### config.mk
export PLATFORM = sky130hd
export DESIGN_NAME = asr_uart
export DESIGN_NICKNAME = d
export VERILOG_FILES = /design/src/asr_pkg.sv /design/src/asr_baud.sv /design/src/asr_rx_recover.sv /design/src/asr_uart.sv
export SDC_FILE = /design/constraint.sdc
export NUM_CORES = 1
export LEC_CHECK = 0
export ABC_CLOCK_PERIOD_IN_PS = 7600
export BUFFER_PORTS_ARGS = -buffer_cell sky130_fd_sc_hd__buf_2
export CAP_MARGIN = 5
export CELL_PAD_IN_SITES_DETAIL_PLACEMENT = 1
export CELL_PAD_IN_SITES_GLOBAL_PLACEMENT = 1
export CORE_UTILIZATION = 30
export DETAILED_ROUTE_END_ITERATION = 7
export PLACE_DENSITY = 0.61
export SYNTH_ARGS = -nofsm -noshare
export SYNTH_HDL_FRONTEND = slang
export SYNTH_HIERARCHICAL = 1
export SYNTH_SLANG_ARGS = --single-unit
### constraint.sdc
create_clock -name pclk -period 7.6 [get_ports pclk]
set_input_delay 1.14 -clock pclk [delete_from_list [all_inputs] [get_ports pclk]]
set_output_delay 1.14 -clock pclk [all_outputs]
set_load 0.02 [all_outputs]
### src/asr_pkg.sv
// Shared constants, register map and types of the asynchronous serial port.
package asr_pkg;
  // Printed register offsets, kept as word indices.
  localparam logic [7:0] IDX_ICTL = 8'h0b;
  localparam logic [7:0] IDX_PFLG = 8'h0c;
  localparam logic [7:0] IDX_RSC = 8'h18;
  localparam logic [7:0] IDX_TBUF = 8'h19;
  localparam logic [7:0] IDX_RBUF = 8'h1a;
  localparam logic [7:0] IDX_PEN = 8'h8c;
  localparam logic [7:0] IDX_TSC = 8'h98;
  localparam logic [7:0] IDX_DIV = 8'h99;
  // APB byte addresses are four times the index.
  localparam logic [9:0] A_ICTL = {IDX_ICTL, 2'h0};
  localparam logic [9:0] A_PFLG = {IDX_PFLG, 2'h0};
  localparam logic [9:0] A_RSC = {IDX_RSC, 2'h0};
  localparam logic [9:0] A_TBUF = {IDX_TBUF, 2'h0};
  localparam logic [9:0] A_RBUF = {IDX_RBUF, 2'h0};
  localparam logic [9:0] A_PEN = {IDX_PEN, 2'h0};
  localparam logic [9:0] A_TSC = {IDX_TSC, 2'h0};
  localparam logic [9:0] A_DIV = {IDX_DIV, 2'h0};
  // Field positions in the receive and transmit status/control registers.
  localparam int B_PORT_EN = 7;
  localparam int B_RX_NINE = 6;
  localparam int B_SINGLE_RX = 5;
  localparam int B_CONT_RX = 4;
  localparam int B_FRAME_ERR = 2;
  localparam int B_OVERRUN = 1;
  localparam int B_RX_BIT9 = 0;
  localparam int B_CLK_SRC = 7;
  localparam int B_TX_NINE = 6;
  localparam int B_TX_ON = 5;
  localparam int B_SYNC_MODE = 4;
  localparam int B_HIGH_SPEED = 2;
  localparam int B_SHIFT_EMPTY = 1;
  localparam int B_TX_BIT9 = 0;
  // Flag, enable and global enable positions.
  localparam int B_RX_READY = 5;
  localparam int B_TX_READY = 4;
  localparam int B_GLOBAL_IE = 7;
  localparam int B_PERIPH_IE = 6;
  localparam logic [7:0] RST_BYTE = 8'h00;
  // Bit timing: sixteen ticks per bit, vote at ticks seven to nine.
  localparam logic [3:0] SUB_LAST = 4'hf;
  localparam logic [3:0] VOTE_AT = 4'h9;
  localparam logic [1:0] PRE_LAST = 2'h3;
  localparam logic [3:0] DATA8 = 4'h8;
  localparam logic [3:0] DATA9 = 4'h9;
  localparam logic [3:0] FRAME8 = 4'ha;
  localparam logic [3:0] FRAME9 = 4'hb;
  typedef enum logic [1:0] {RX_IDLE, RX_START, RX_DATA, RX_STOP} asr_rx_st_t;
endpackage

### src/asr_baud.sv
// Baud tick generator producing sixteen ticks per bit time.
`timescale 1ns/1ns
`default_nettype none
module asr_baud
  import asr_pkg::*;
(
  // Clock and reset.
  input wire logic pclk,
  input wire logic presetn,
  // Control.
  input wire logic run,
  input wire logic high_speed,
  input wire logic [7:0] divisor,
  // Oversample tick.
  output logic tick
);
  typedef struct packed {
    logic [7:0] cnt;
    logic [1:0] pre;
    logic tick;
  } asr_baud_st_t;
  asr_baud_st_t s_r, s_nxt;

  // Low speed divides the divisor rate by four more, giving x16 of the bit rate.
  always_comb
  begin
    s_nxt = s_r;
    s_nxt.tick = 1'b0;
    if (!run)
    begin
      s_nxt.cnt = RST_BYTE;
      s_nxt.pre = 2'h0;
    end
    else if (s_r.cnt == divisor)
    begin
      s_nxt.cnt = RST_BYTE;
      s_nxt.pre = s_r.pre + 2'h1;
      s_nxt.tick = high_speed || (s_r.pre == PRE_LAST);
    end
    else
      s_nxt.cnt = s_r.cnt + 8'h01;
  end

  // State register.
  always_ff @(posedge pclk or negedge presetn)
  begin
    if (!presetn)
      s_r <= '0;
    else
      s_r <= s_nxt;
  end

  assign tick = s_r.tick;
endmodule
`default_nettype wire

### src/asr_rx_recover.sv
// Receive data recovery: start detection and majority vote per bit.
`timescale 1ns/1ns
`default_nettype none
module asr_rx_recover
  import asr_pkg::*;
(
  // Clock and reset.
  input wire logic pclk,
  input wire logic presetn,
  // Control and line.
  input wire logic en,
  input wire logic tick,
  input wire logic rxd,
  input wire logic nine,
  // Recovered bits.
  output logic bit_stb,
  output logic bit_val,
  output logic stop_stb
);
  typedef struct packed {
    asr_rx_st_t st;
    logic [3:0] sub;
    logic [3:0] left;
    logic [2:0] hist;
    logic bit_stb;
    logic bit_val;
    logic stop_stb;
  } asr_rec_st_t;
  asr_rec_st_t s_r, s_nxt;
  logic [2:0] win;
  logic maj;

  // The line is shifted in at x16; a bit is the majority of three samples.
  always_comb
  begin
    s_nxt = s_r;
    s_nxt.bit_stb = 1'b0;
    s_nxt.stop_stb = 1'b0;
    win = {s_r.hist[1:0], rxd};
    maj = (win[0] & win[1]) | (win[0] & win[2]) | (win[1] & win[2]);
    if (!en)
    begin
      s_nxt.st = RX_IDLE;
      s_nxt.sub = 4'h0;
    end
    else if (tick)
    begin
      s_nxt.hist = win;
      s_nxt.sub = s_r.sub + 4'h1;
      unique case (s_r.st)
        RX_IDLE:
        begin
          s_nxt.sub = 4'h1;
          if (!rxd)
            s_nxt.st = RX_START;
        end
        RX_START:
        begin
          if (s_r.sub == VOTE_AT && maj)
            s_nxt.st = RX_IDLE;
          else if (s_r.sub == SUB_LAST)
          begin
            s_nxt.st = RX_DATA;
            s_nxt.left = nine ? DATA9 : DATA8;
          end
        end
        RX_DATA:
        begin
          if (s_r.sub == VOTE_AT)
          begin
            s_nxt.bit_stb = 1'b1;
            s_nxt.bit_val = maj;
            s_nxt.left = s_r.left - 4'h1;
          end
          else if (s_r.sub == SUB_LAST && s_r.left == 4'h0)
            s_nxt.st = RX_STOP;
        end
        RX_STOP:
        begin
          if (s_r.sub == VOTE_AT)
          begin
            s_nxt.stop_stb = 1'b1;
            s_nxt.bit_val = maj;
            s_nxt.st = RX_IDLE;
          end
        end
      endcase
    end
  end

  // State register.
  always_ff @(posedge pclk or negedge presetn)
  begin
    if (!presetn)
      s_r <= '0;
    else
      s_r <= s_nxt;
  end

  assign bit_stb = s_r.bit_stb;
  assign bit_val = s_r.bit_val;
  assign stop_stb = s_r.stop_stb;
endmodule
`default_nettype wire

### src/asr_uart.sv
// Asynchronous serial port with APB registers, receive FIFO and transmitter.
// Notes on behaviour
// - Line sampled at sixteen times baud; receive shifter advances once per bit.
// - Receiver accepts frames only while continuous receive enable is set.
// - After stop bit, shift register moves into receive buffer if room.
// - Word moved into buffer sets the receive-ready flag.
// - Receive request raised only when ready flag and its enable are set.
// - Ready flag is read-only; clears when reads leave buffer empty.
// - Buffer holds two words first-in first-out; reads return them in turn.
// - Third stop bit with full buffer sets overrun and drops the word.
// - While overrun is set no word enters the receive buffer.
// - Overrun clears only by clearing continuous receive enable.
// - Low sampled stop bit sets the framing error bit.
// - Framing error and ninth bit travel with their word; reads advance both.
// - High-speed select picks the faster baud clock ratio.
// - Nine-bit select enables nine-bit reception; extra bit in ninth-bit field.
// - Setting transmit enable also sets the transmit-buffer-empty flag.
// - Nine-bit select sends the transmit ninth bit loaded before the byte.
// - Writing the transmit buffer while enabled starts a transmission.
// - Frames: start bit, eight or nine data bits, one stop, no parity.
// - Both directions shift least significant bit first.
// - Buffer-empty flag cannot be cleared by writes; loading the buffer clears it.
// - Shift register reloads only after stop bit sent; empty bit shows it.
`timescale 1ns/1ns
`default_nettype none
module asr_uart
  import asr_pkg::*;
(
  // Clock and reset.
  input wire logic pclk,
  input wire logic presetn,
  // APB slave.
  input wire logic [9:0] paddr,
  input wire logic psel,
  input wire logic penable,
  input wire logic pwrite,
  input wire logic [31:0] pwdata,
  output logic [31:0] prdata,
  output logic pready,
  output logic pslverr,
  // Serial pins.
  input wire logic receive_pin,
  output logic transmit_pin,
  output logic transmit_pin_oe,
  // Interrupt request to the processor.
  output logic irq_request
);
  typedef struct packed {
    logic framing_error;
    logic receive_ninth_bit;
    logic [7:0] data;
  } asr_ent_t;

  typedef struct packed {
    logic [7:0] interrupt_control;
    logic [7:0] peripheral_irq_enables;
    logic serial_port_enable;
    logic receive_nine_bit_select;
    logic single_receive;
    logic continuous_receive_enable;
    logic clock_source;
    logic transmit_nine_bit_select;
    logic transmit_enable;
    logic sync_mode;
    logic high_speed_baud_select;
    logic transmit_ninth_bit;
    logic [7:0] baud_divisor;
    logic [7:0] transmit_buffer;
    logic tx_full;
    logic transmit_buffer_empty_flag;
    logic [10:0] transmit_shift_register;
    logic [3:0] tx_left;
    logic [3:0] tx_sub;
    logic tx_busy;
    logic [8:0] receive_shift_register;
    asr_ent_t [1:0] fifo;
    logic [1:0] count;
    logic rd_ptr;
    logic overrun_error;
    logic [31:0] prdata;
    logic pready;
    logic pslverr;
    logic txd;
    logic txoe;
    logic irq;
  } asr_top_st_t;

  asr_top_st_t s_r, s_nxt;
  logic tick;
  logic bit_stb;
  logic bit_val;
  logic stop_stb;
  logic async_on;
  logic rx_on;
  logic setup;
  logic access;
  logic [7:0] rd_byte;
  logic mapped;
  asr_ent_t head;
  asr_ent_t incoming;
  logic wr_slot;
  logic receive_ready_flag;

  // Mode decode shared by the baud generator and the receiver.
  assign async_on = s_r.serial_port_enable && !s_r.sync_mode;
  assign rx_on = async_on && s_r.continuous_receive_enable;

  // Bus phase decode; pready is registered, so an access never waits.
  assign setup = psel && !penable;
  assign access = psel && penable && s_r.pready;

  // The ready flag is the buffer occupancy, so it needs no clear of its own.
  assign head = s_r.fifo[s_r.rd_ptr];
  assign receive_ready_flag = (s_r.count != 2'h0);

  // Baud ticks at x16 of the bit rate.
  asr_baud u_baud (
    .pclk(pclk),
    .presetn(presetn),
    .run(async_on),
    .high_speed(s_r.high_speed_baud_select),
    .divisor(s_r.baud_divisor),
    .tick(tick)
  );

  // Start detection and bit recovery from the receive pin.
  asr_rx_recover u_rec (
    .pclk(pclk),
    .presetn(presetn),
    .en(rx_on),
    .tick(tick),
    .rxd(receive_pin),
    .nine(s_r.receive_nine_bit_select),
    .bit_stb(bit_stb),
    .bit_val(bit_val),
    .stop_stb(stop_stb)
  );

  // Read mux and address decode for the register map.
  // Data is picked at the setup edge, so a pop at the access edge cannot alter it.
  always_comb
  begin
    rd_byte = RST_BYTE;
    mapped = 1'b1;
    unique case (paddr)
      A_ICTL: rd_byte = s_r.interrupt_control;
      A_PFLG:
      begin
        rd_byte[B_RX_READY] = receive_ready_flag;
        rd_byte[B_TX_READY] = s_r.transmit_buffer_empty_flag;
      end
      A_RSC:
      begin
        rd_byte[B_PORT_EN] = s_r.serial_port_enable;
        rd_byte[B_RX_NINE] = s_r.receive_nine_bit_select;
        rd_byte[B_SINGLE_RX] = s_r.single_receive;
        rd_byte[B_CONT_RX] = s_r.continuous_receive_enable;
        rd_byte[B_FRAME_ERR] = receive_ready_flag && head.framing_error;
        rd_byte[B_OVERRUN] = s_r.overrun_error;
        rd_byte[B_RX_BIT9] = receive_ready_flag && head.receive_ninth_bit;
      end
      A_TBUF: rd_byte = s_r.transmit_buffer;
      A_RBUF: rd_byte = receive_ready_flag ? head.data : RST_BYTE;
      A_PEN: rd_byte = s_r.peripheral_irq_enables;
      A_TSC:
      begin
        rd_byte[B_CLK_SRC] = s_r.clock_source;
        rd_byte[B_TX_NINE] = s_r.transmit_nine_bit_select;
        rd_byte[B_TX_ON] = s_r.transmit_enable;
        rd_byte[B_SYNC_MODE] = s_r.sync_mode;
        rd_byte[B_HIGH_SPEED] = s_r.high_speed_baud_select;
        rd_byte[B_SHIFT_EMPTY] = !s_r.tx_busy;
        rd_byte[B_TX_BIT9] = s_r.transmit_ninth_bit;
      end
      A_DIV: rd_byte = s_r.baud_divisor;
      default: mapped = 1'b0;
    endcase
  end

  // Next-state logic for the bus, registers, receive path and transmitter.
  always_comb
  begin
    s_nxt = s_r;
    incoming = '0;
    wr_slot = 1'b0;
    // Bus answers one cycle after setup; read data is captured at setup.
    s_nxt.pready = setup;
    s_nxt.pslverr = setup && !mapped;
    if (setup)
      s_nxt.prdata = {24'h000000, rd_byte};

    // Register writes and read side effects take place at the access edge.
    if (access && pwrite)
    begin
      unique case (paddr)
        A_ICTL: s_nxt.interrupt_control = pwdata[7:0];
        A_RSC:
        begin
          s_nxt.serial_port_enable = pwdata[B_PORT_EN];
          s_nxt.receive_nine_bit_select = pwdata[B_RX_NINE];
          s_nxt.single_receive = pwdata[B_SINGLE_RX];
          s_nxt.continuous_receive_enable = pwdata[B_CONT_RX];
        end
        A_TBUF:
        begin
          s_nxt.transmit_buffer = pwdata[7:0];
          s_nxt.tx_full = 1'b1;
          s_nxt.transmit_buffer_empty_flag = 1'b0;
        end
        A_PEN: s_nxt.peripheral_irq_enables = pwdata[7:0];
        A_TSC:
        begin
          s_nxt.clock_source = pwdata[B_CLK_SRC];
          s_nxt.transmit_nine_bit_select = pwdata[B_TX_NINE];
          s_nxt.transmit_enable = pwdata[B_TX_ON];
          s_nxt.sync_mode = pwdata[B_SYNC_MODE];
          s_nxt.high_speed_baud_select = pwdata[B_HIGH_SPEED];
          s_nxt.transmit_ninth_bit = pwdata[B_TX_BIT9];
          if (pwdata[B_TX_ON] && !s_r.transmit_enable)
            s_nxt.transmit_buffer_empty_flag = 1'b1;
        end
        A_DIV: s_nxt.baud_divisor = pwdata[7:0];
        default: s_nxt.pslverr = 1'b0;
      endcase
    end

    // A read of the receive buffer pops the head entry.
    if (access && !pwrite && paddr == A_RBUF && receive_ready_flag)
    begin
      s_nxt.rd_ptr = !s_r.rd_ptr;
      s_nxt.count = s_r.count - 2'h1;
    end

    // Receive shifter: one shift per recovered bit, first bit ends lowest.
    if (bit_stb)
      s_nxt.receive_shift_register = {bit_val, s_r.receive_shift_register[8:1]};

    // Stop bit: push the word with its ninth bit and framing flag.
    // A strobe still in flight when reception is switched off is dropped.
    // Fullness is judged after any pop of this cycle, so both can happen.
    if (stop_stb && rx_on)
    begin
      incoming.framing_error = !bit_val;
      if (s_r.receive_nine_bit_select)
      begin
        incoming.data = s_r.receive_shift_register[7:0];
        incoming.receive_ninth_bit = s_r.receive_shift_register[8];
      end
      else
        incoming.data = s_r.receive_shift_register[8:1];
      if (s_r.overrun_error)
        s_nxt.count = s_nxt.count;
      else if (s_nxt.count == 2'h2)
        s_nxt.overrun_error = 1'b1;
      else
      begin
        wr_slot = s_nxt.rd_ptr ^ s_nxt.count[0];
        s_nxt.fifo[wr_slot] = incoming;
        s_nxt.count = s_nxt.count + 2'h1;
      end
    end

    // Clearing continuous receive resets the receive logic and overrun.
    if (!s_r.continuous_receive_enable)
    begin
      s_nxt.overrun_error = 1'b0;
      s_nxt.receive_shift_register = 9'h000;
    end

    // Transmitter: shift one bit per sixteen ticks, least significant first.
    if (s_r.tx_busy && tick)
    begin
      s_nxt.tx_sub = s_r.tx_sub + 4'h1;
      if (s_r.tx_sub == SUB_LAST)
      begin
        s_nxt.transmit_shift_register = {1'b1, s_r.transmit_shift_register[10:1]};
        s_nxt.tx_left = s_r.tx_left - 4'h1;
        if (s_r.tx_left == 4'h1)
          s_nxt.tx_busy = 1'b0;
      end
    end

    // Reload only once the previous stop bit is out.
    // A write in the load cycle keeps the buffer full; the shifter takes the old byte.
    if (!s_nxt.tx_busy && s_r.tx_full && s_r.transmit_enable && async_on)
    begin
      s_nxt.tx_busy = 1'b1;
      s_nxt.tx_sub = 4'h0;
      s_nxt.tx_full = s_nxt.tx_full && (access && pwrite && paddr == A_TBUF);
      s_nxt.transmit_buffer_empty_flag = !s_nxt.tx_full;
      if (s_r.transmit_nine_bit_select)
      begin
        s_nxt.transmit_shift_register =
          {1'b1, s_r.transmit_ninth_bit, s_r.transmit_buffer, 1'b0};
        s_nxt.tx_left = FRAME9;
      end
      else
      begin
        s_nxt.transmit_shift_register = {2'h3, s_r.transmit_buffer, 1'b0};
        s_nxt.tx_left = FRAME8;
      end
    end

    // Clearing transmit enable aborts the frame and resets the shifter.
    // The buffer keeps its byte on abort; only the shifter is reset.
    if (!s_r.transmit_enable || !async_on)
    begin
      s_nxt.tx_busy = 1'b0;
      s_nxt.tx_sub = 4'h0;
    end

    // Pin and request outputs are registered.
    // The request is built from next-state flags so it moves with them.
    s_nxt.txd = s_nxt.tx_busy ? s_nxt.transmit_shift_register[0] : 1'b1;
    s_nxt.txoe = async_on && s_r.transmit_enable;
    s_nxt.irq = s_r.interrupt_control[B_GLOBAL_IE] && s_r.interrupt_control[B_PERIPH_IE]
      && ((s_nxt.count != 2'h0 && s_r.peripheral_irq_enables[B_RX_READY])
      || (s_nxt.transmit_buffer_empty_flag && s_r.peripheral_irq_enables[B_TX_READY]));
  end

  // State register; the transmit shifter resets empty, so its bit reads set.
  always_ff @(posedge pclk or negedge presetn)
  begin
    if (!presetn)
    begin
      s_r <= '0;
      s_r.txd <= 1'b1;
    end
    else
      s_r <= s_nxt;
  end

  // Outputs come straight from the state register.
  assign prdata = s_r.prdata;
  assign pready = s_r.pready;
  assign pslverr = s_r.pslverr;
  assign transmit_pin = s_r.txd;
  assign transmit_pin_oe = s_r.txoe;
  assign irq_request = s_r.irq;
endmodule
`default_nettype wire

== Word-level counts from Yosys, hierarchy flattened ==
Index checks and enable logic that the tools add are counted.

* Word-level logic and storage cells: 226
* Bits in latches: 0
* RAM bits: 0
* Memory bits (read-only): 0
* Bits in registers: 137
* Memories kept: 0
* Output and inout bits: 37

* $lt $le $gt $ge: 3
* Reduce and logical (&&, ||, !) cells: 65
* Divide/modulo/power cells: 0
* Bitwise logic cells: 8
* Mux-type cells: 64
* Multipliers: 0
* Equality and inequality tests: 31
* Add/sub/neg operators: 8
* Shift operators: 0

{| class="wikitable"
|+ Operators with widths
! cell !! number
|-
| 10-bit two-way mux || 4
|-
| 8-bit two-way mux || 4
|-
| 10-bit equality test (second input constant) || 3
|-
| 10-bit by 7-bit equality test with 1-bit output (second input constant) || 3
|-
| 1-bit logical AND || 28
|-
| 2-bit two-way mux || 12
|-
| 22-bit two-way mux || 1
|-
| 3-bit one-hot mux with 7 select lines || 1
|-
| 20-bit bitwise mux || 1
|-
| 10-bit by 6-bit equality test with 1-bit output (second input constant) || 2
|-
| 20-bit two-way mux || 1
|-
| 1-bit two-way mux || 18
|-
| 9-bit two-way mux || 2
|-
| 16-bit two-way mux || 1
|-
| 4-bit two-way mux || 4
|-
| 2-bit one-hot mux with 8 select lines || 1
|-
| 2-bit AND reduction || 8
|-
| 15-bit two-way mux || 1
|-
| 14-bit two-way mux || 1
|-
| 2-bit by 1-bit != test with 1-bit output (second input constant) || 7
|-
| 2-bit one-hot mux with 7 select lines || 1
|-
| 4-bit equality test (second input constant) || 3
|-
| 6-bit AND reduction || 2
|-
| 2-bit nonzero test || 6
|-
| 36 further kinds || 64
|}

== Depth between registers and ports, before layout ==
* Depth after elaboration: 14
* Gate-level depth with buffers: 13

== Modules after synthesis ==
The synthesis kept the hierarchy.

{| class="wikitable"
|+ Modules (own cells, without submodules)
! module !! sequential area each (um^2) !! cells each !! times used !! area an instance (um^2)
|-
| asr_uart || 2753.9 || 527 || 1 || 5629.1
|-
| asr_rx_recover || 375.4 || 84 || 1 || 838.3
|-
| asr_baud || 275.3 || 54 || 1 || 563.0
|}

== Least setup slack after synthesis ==
Ideal clock, no wire load.

* Kind: in2reg
* From: input port paddr[7]
* To: register s_r[50] (netlist name)
* Data arrival time: 2958 ps
* Library setup time: 134 ps
* Cell stages on the path: 11
* Required time: 7466 ps
* Setup slack: 4508 ps
* Buffers on the path: 3
* Cell sequence: and4bb_1 buf_6 and4_1 buf_2 mux2_2 inv_1 ha_1 or3_1 clkbuf_1 nand2_1 o21ai_0

* Longest elaborated chain between the ends: 10
* Elaborated cells between the ends (all ways): 14

{| class="wikitable"
|+ RTL lines
! what !! RTL line !! text
|-
| start: declaration || asr_uart.sv:33 || <nowiki>input wire logic [9:0] paddr,</nowiki>
|-
| 10-bit by 7-bit equality test with 1-bit output (*) || asr_uart.sv:228 || <nowiki>if (access && !pwrite && paddr == A_RBUF && receive_ready_flag)</nowiki>
|-
| 1-bit logical AND (*) (2 in series) || asr_uart.sv:228 ||
|-
| 3-bit two-way mux (*) || asr_uart.sv:228 ||
|-
| 1-bit bitwise XOR || asr_uart.sv:257 || <nowiki>wr_slot = s_nxt.rd_ptr ^ s_nxt.count[0];</nowiki>
|-
| 1-bit by 2-bit less-than comparator with 1-bit output (not written as such) or 1-bit greater-or-equal comparator (tied branches) || asr_uart.sv:258 || <nowiki>s_nxt.fifo[wr_slot] = incoming;</nowiki>
|-
| 1-bit logical AND (not written as such) || asr_uart.sv:258 ||
|-
| 10-bit two-way mux (not written as such) || asr_uart.sv:258 ||
|-
| 10-bit demux with 1-bit select || asr_uart.sv:258 ||
|-
| 20-bit bitwise mux || asr_uart.sv:258 ||
|-
| end signal: assignment || asr_uart.sv:330 || <nowiki>s_r <= s_nxt;</nowiki>
|-
| end: declaration || asr_uart.sv:88 || <nowiki>asr_top_st_t s_r, s_nxt;</nowiki>
|}

Every way passes the cells marked *; elsewhere a longest branch is shown, timed or not.
A chain may end at the register's enable or synchronous reset.

== Worst setup path in the final report ==
* From: input port paddr[9]
* To: register s_r[55] (netlist name)

The elaborated chain is that of the path after synthesis.

==> impl_metrics.tcl <==
set metrics [dict create \
    synth_mux_area_frac 0.133 \
    cts_resized 0 \
    rows 55 \
    finalPower_mw 1.63 \
    synthCells 665 \
    cap_violations 0 \
    dp_slack_ns 3.71 \
    dieArea_um2 24100 \
    fin_nets 744 \
    routabilityCongestion 0.834 \
    synth_area_um2 7030 \
    hold_slack_ns 0.470 \
    path_clk_slew_ns 0.06 \
    crit_path_end_kind "flop" \
    hp-class "flop to flop" \
    synth_compound_area_frac 0.0927 \
    drv_slew 0 \
    hold_viol 0 \
    clock_latency_ns 0.44 \
    start_util 0.309 \
    dp_hpwl_um 13300 \
    synth-simple-area-share 0.177 \
    peakVddDrop_uv 129 \
    cts_max_level 4 \
    drt_pass1_iterations 4 \
    cts_made_buffers 17 \
    area.growth.synth_to_final_pct 12.7 \
    grt_max_degree 94 \
    synth_xor_area_frac 0.0299 \
    ant_nets 0 \
    post-synth-top-count-cell "dfrtp_1" \
    die-height_um 155 \
    syn_avg_cell_area_um2 10.6 \
    wl_per_cell_um 18.5 \
    vias_per_cell 5.06 \
    multi_input_area_um2 3270 \
    outcome "completed" \
    crit_fanout 23 \
    min_period_ns 3.52 \
    leakage_nw 3.52 \
    antenna_found_initial 0 \
    fmax_ghz 0.284 \
    skew_ns 0.0200 \
    cts_sinks 136 \
    synth_edf_count 0 \
    tightestPinTransition_ns 0.993 \
    critPathKind "input port to flop" \
    synth_adder_area_share 0.0192 \
    synth_area_leader_cell "dfrtp_1" \
    io_buffers 36 \
    ys.warnings.count 6 \
    synth_cell_type_count 72 \
    cts_max_path_buffers 2 \
    wirelength_um 18700 \
    yosysTopAreaCellShare 0.481 \
    synth_top_family_by_area "simple AND/OR/NAND/NOR gates" \
    antenna_cells 0 \
    grt_use_total 0.164 \
    yosys-top-cells-count "dfrtp_1 (135), nand2_1 (65), mux2_2 (48)" \
    worstPathRequired_ns 7.88 \
    hold_buffers 0 \
    slew_headroom 0.336 \
    fill_cells 2525 \
    drtIter0Drc 230 \
    grt_pass1_wl_um 30100 \
    root_buffer "clkbuf_16" \
    dieWidth_um 155 \
    tritoncts "yes" \
    rsz0062_at_grt "false" \
    min_period_over_period 0.463 \
    grt_pass1_vias 5461 \
    async_flop_share 1.00 \
    p_per_area_nw_per_um2 206 \
    setup_viol 0 \
    drive_above_1_share 0.195 \
    dr_total_vias 5117 \
    ys_seq_area_frac 0.484 \
    drc 0 \
    grt_overflow 0 \
    core_area_um2 22800 \
    setup_ws_ns 4.08 \
    synth_area_leaders "dfrtp_1 (48%), mux2_2 (7.7%), mux2i_1 (5.0%)" \
    ios 85 \
    worstSetupStartpointType "input port" \
    ys_ff_latch 136 \
    regArea_um2 3400 \
    cp.arrival_ns 3.80 \
    post_cts_buffers 0 \
    tns_ns 0 \
    synthFlopType "dfrtp_1" \
]
==> flip-flops by register name, summed over array words and instances (netlist names) <==
name,flops
transmit_pin,1
u_baud/tick,1
transmit_pin_oe,1
s_r,97
prdata,8
u_rec/stop_stb,1
u_rec/s_r,12
pslverr,1
u_baud/s_r,10
u_rec/bit_val,1
u_rec/bit_stb,1
pready,1
irq_request,1
==> stage by stage <==
stage | util | instance area, um^2 | instances
2_1_floorplan | - | 7120 | 688
3_3_place_gp | 0.322 | 7340 | 980
3_5_place_dp | 0.322 | 7340 | 980
4_1_cts | 0.348 | 7930 | 1012
5_1_grt | 0.348 | 7930 | 1012
6_report | 0.348 | 7930 | 1012
==> metal layers <==
metal	track usage	vias to the layer above	routed length (um)
li1	-	2348	-
met1	0.200	2639	8270
met2	0.281	104	9290
met3	0.0401	26	702
met4	0.0561	0	418
met5	0	-	0
==> report_power, final <==
part / switching, mW / total, mW / internal [mW]
Combinational: 0.0583 / 0.0749 / 0.0166
Sequential: 0.00257 / 0.731 / 0.729
Clock: 0.327 / 0.826 / 0.500
Total: 0.388 / 1.63 / 1.24
==> placed cells by master (no fill, tap or decap), drive strengths merged, types with 5 or more instances in the layout <==
master / instances
dfrtp: 135
nand2: 66
mux2: 48
nor2: 47
buf: 38
o21ai: 36
mux2i: 35
conb: 24
inv: 21
clkbuf: 21
nor2b: 17
nand3: 17
a21oi: 16
xnor2: 15
a31oi: 13
nand4: 13
ha: 10
xor2: 9
and3: 8
and2: 8
nor3: 8
nand2b: 7
o22ai: 6
nor3b: 6
or3: 5
a22o: 5
clkinv: 5
==> area by class of cell <==
cell class / count / area share
Clock buffer: 21 / 0.0581
Clock inverter: 11 / 0.0155
Inverter: 21 / 0.00995
Multi-Input combinational cell: 472 / 0.412
Sequential cell: 136 / 0.430
Tap cell: 313 / 0.0494
Timing Repair Buffer: 38 / 0.0254
==> kinds of logic (layout without fill, tap and decap cells) <==
logic type | after synthesis | count (layout)
compound gates | 103 | 103
simple gates | 225 | 225
xor+xnor | 24 | 24
flops | 136 | 136
fa+ha+maj | 11 | 11
mux | 85 | 85
buf+inv | 80 | 91
other cells | 1 | 24
==> worst max-delay path, cell delays in order <==
cell and delay, ns:
buf_2 0.30, nor4_4 0.45, and4_1 0.44, mux2_2 0.25
inv_1 0.04, ha_1 0.20, nand3b_1 0.58, nand2_1 0.26
o21ai_0 0.11
==> final timing paths <==
check                            endpoint  depth (start not counted)     start  slack (ns)
min in group asynchronous         s_r[67]                          1   presetn        0.81
min                               s_r[89]                          1   s_r[89]        0.47
max in group asynchronous  u_baud/s_r[10]                          2   presetn        5.64
max reg2reg                       s_r[55]                         10   s_r[39]        4.47
max                               s_r[55]                          9  paddr[9]        4.08
min reg2reg                       s_r[89]                          1   s_r[89]        0.47
Power figures use the tool's default switching activity.
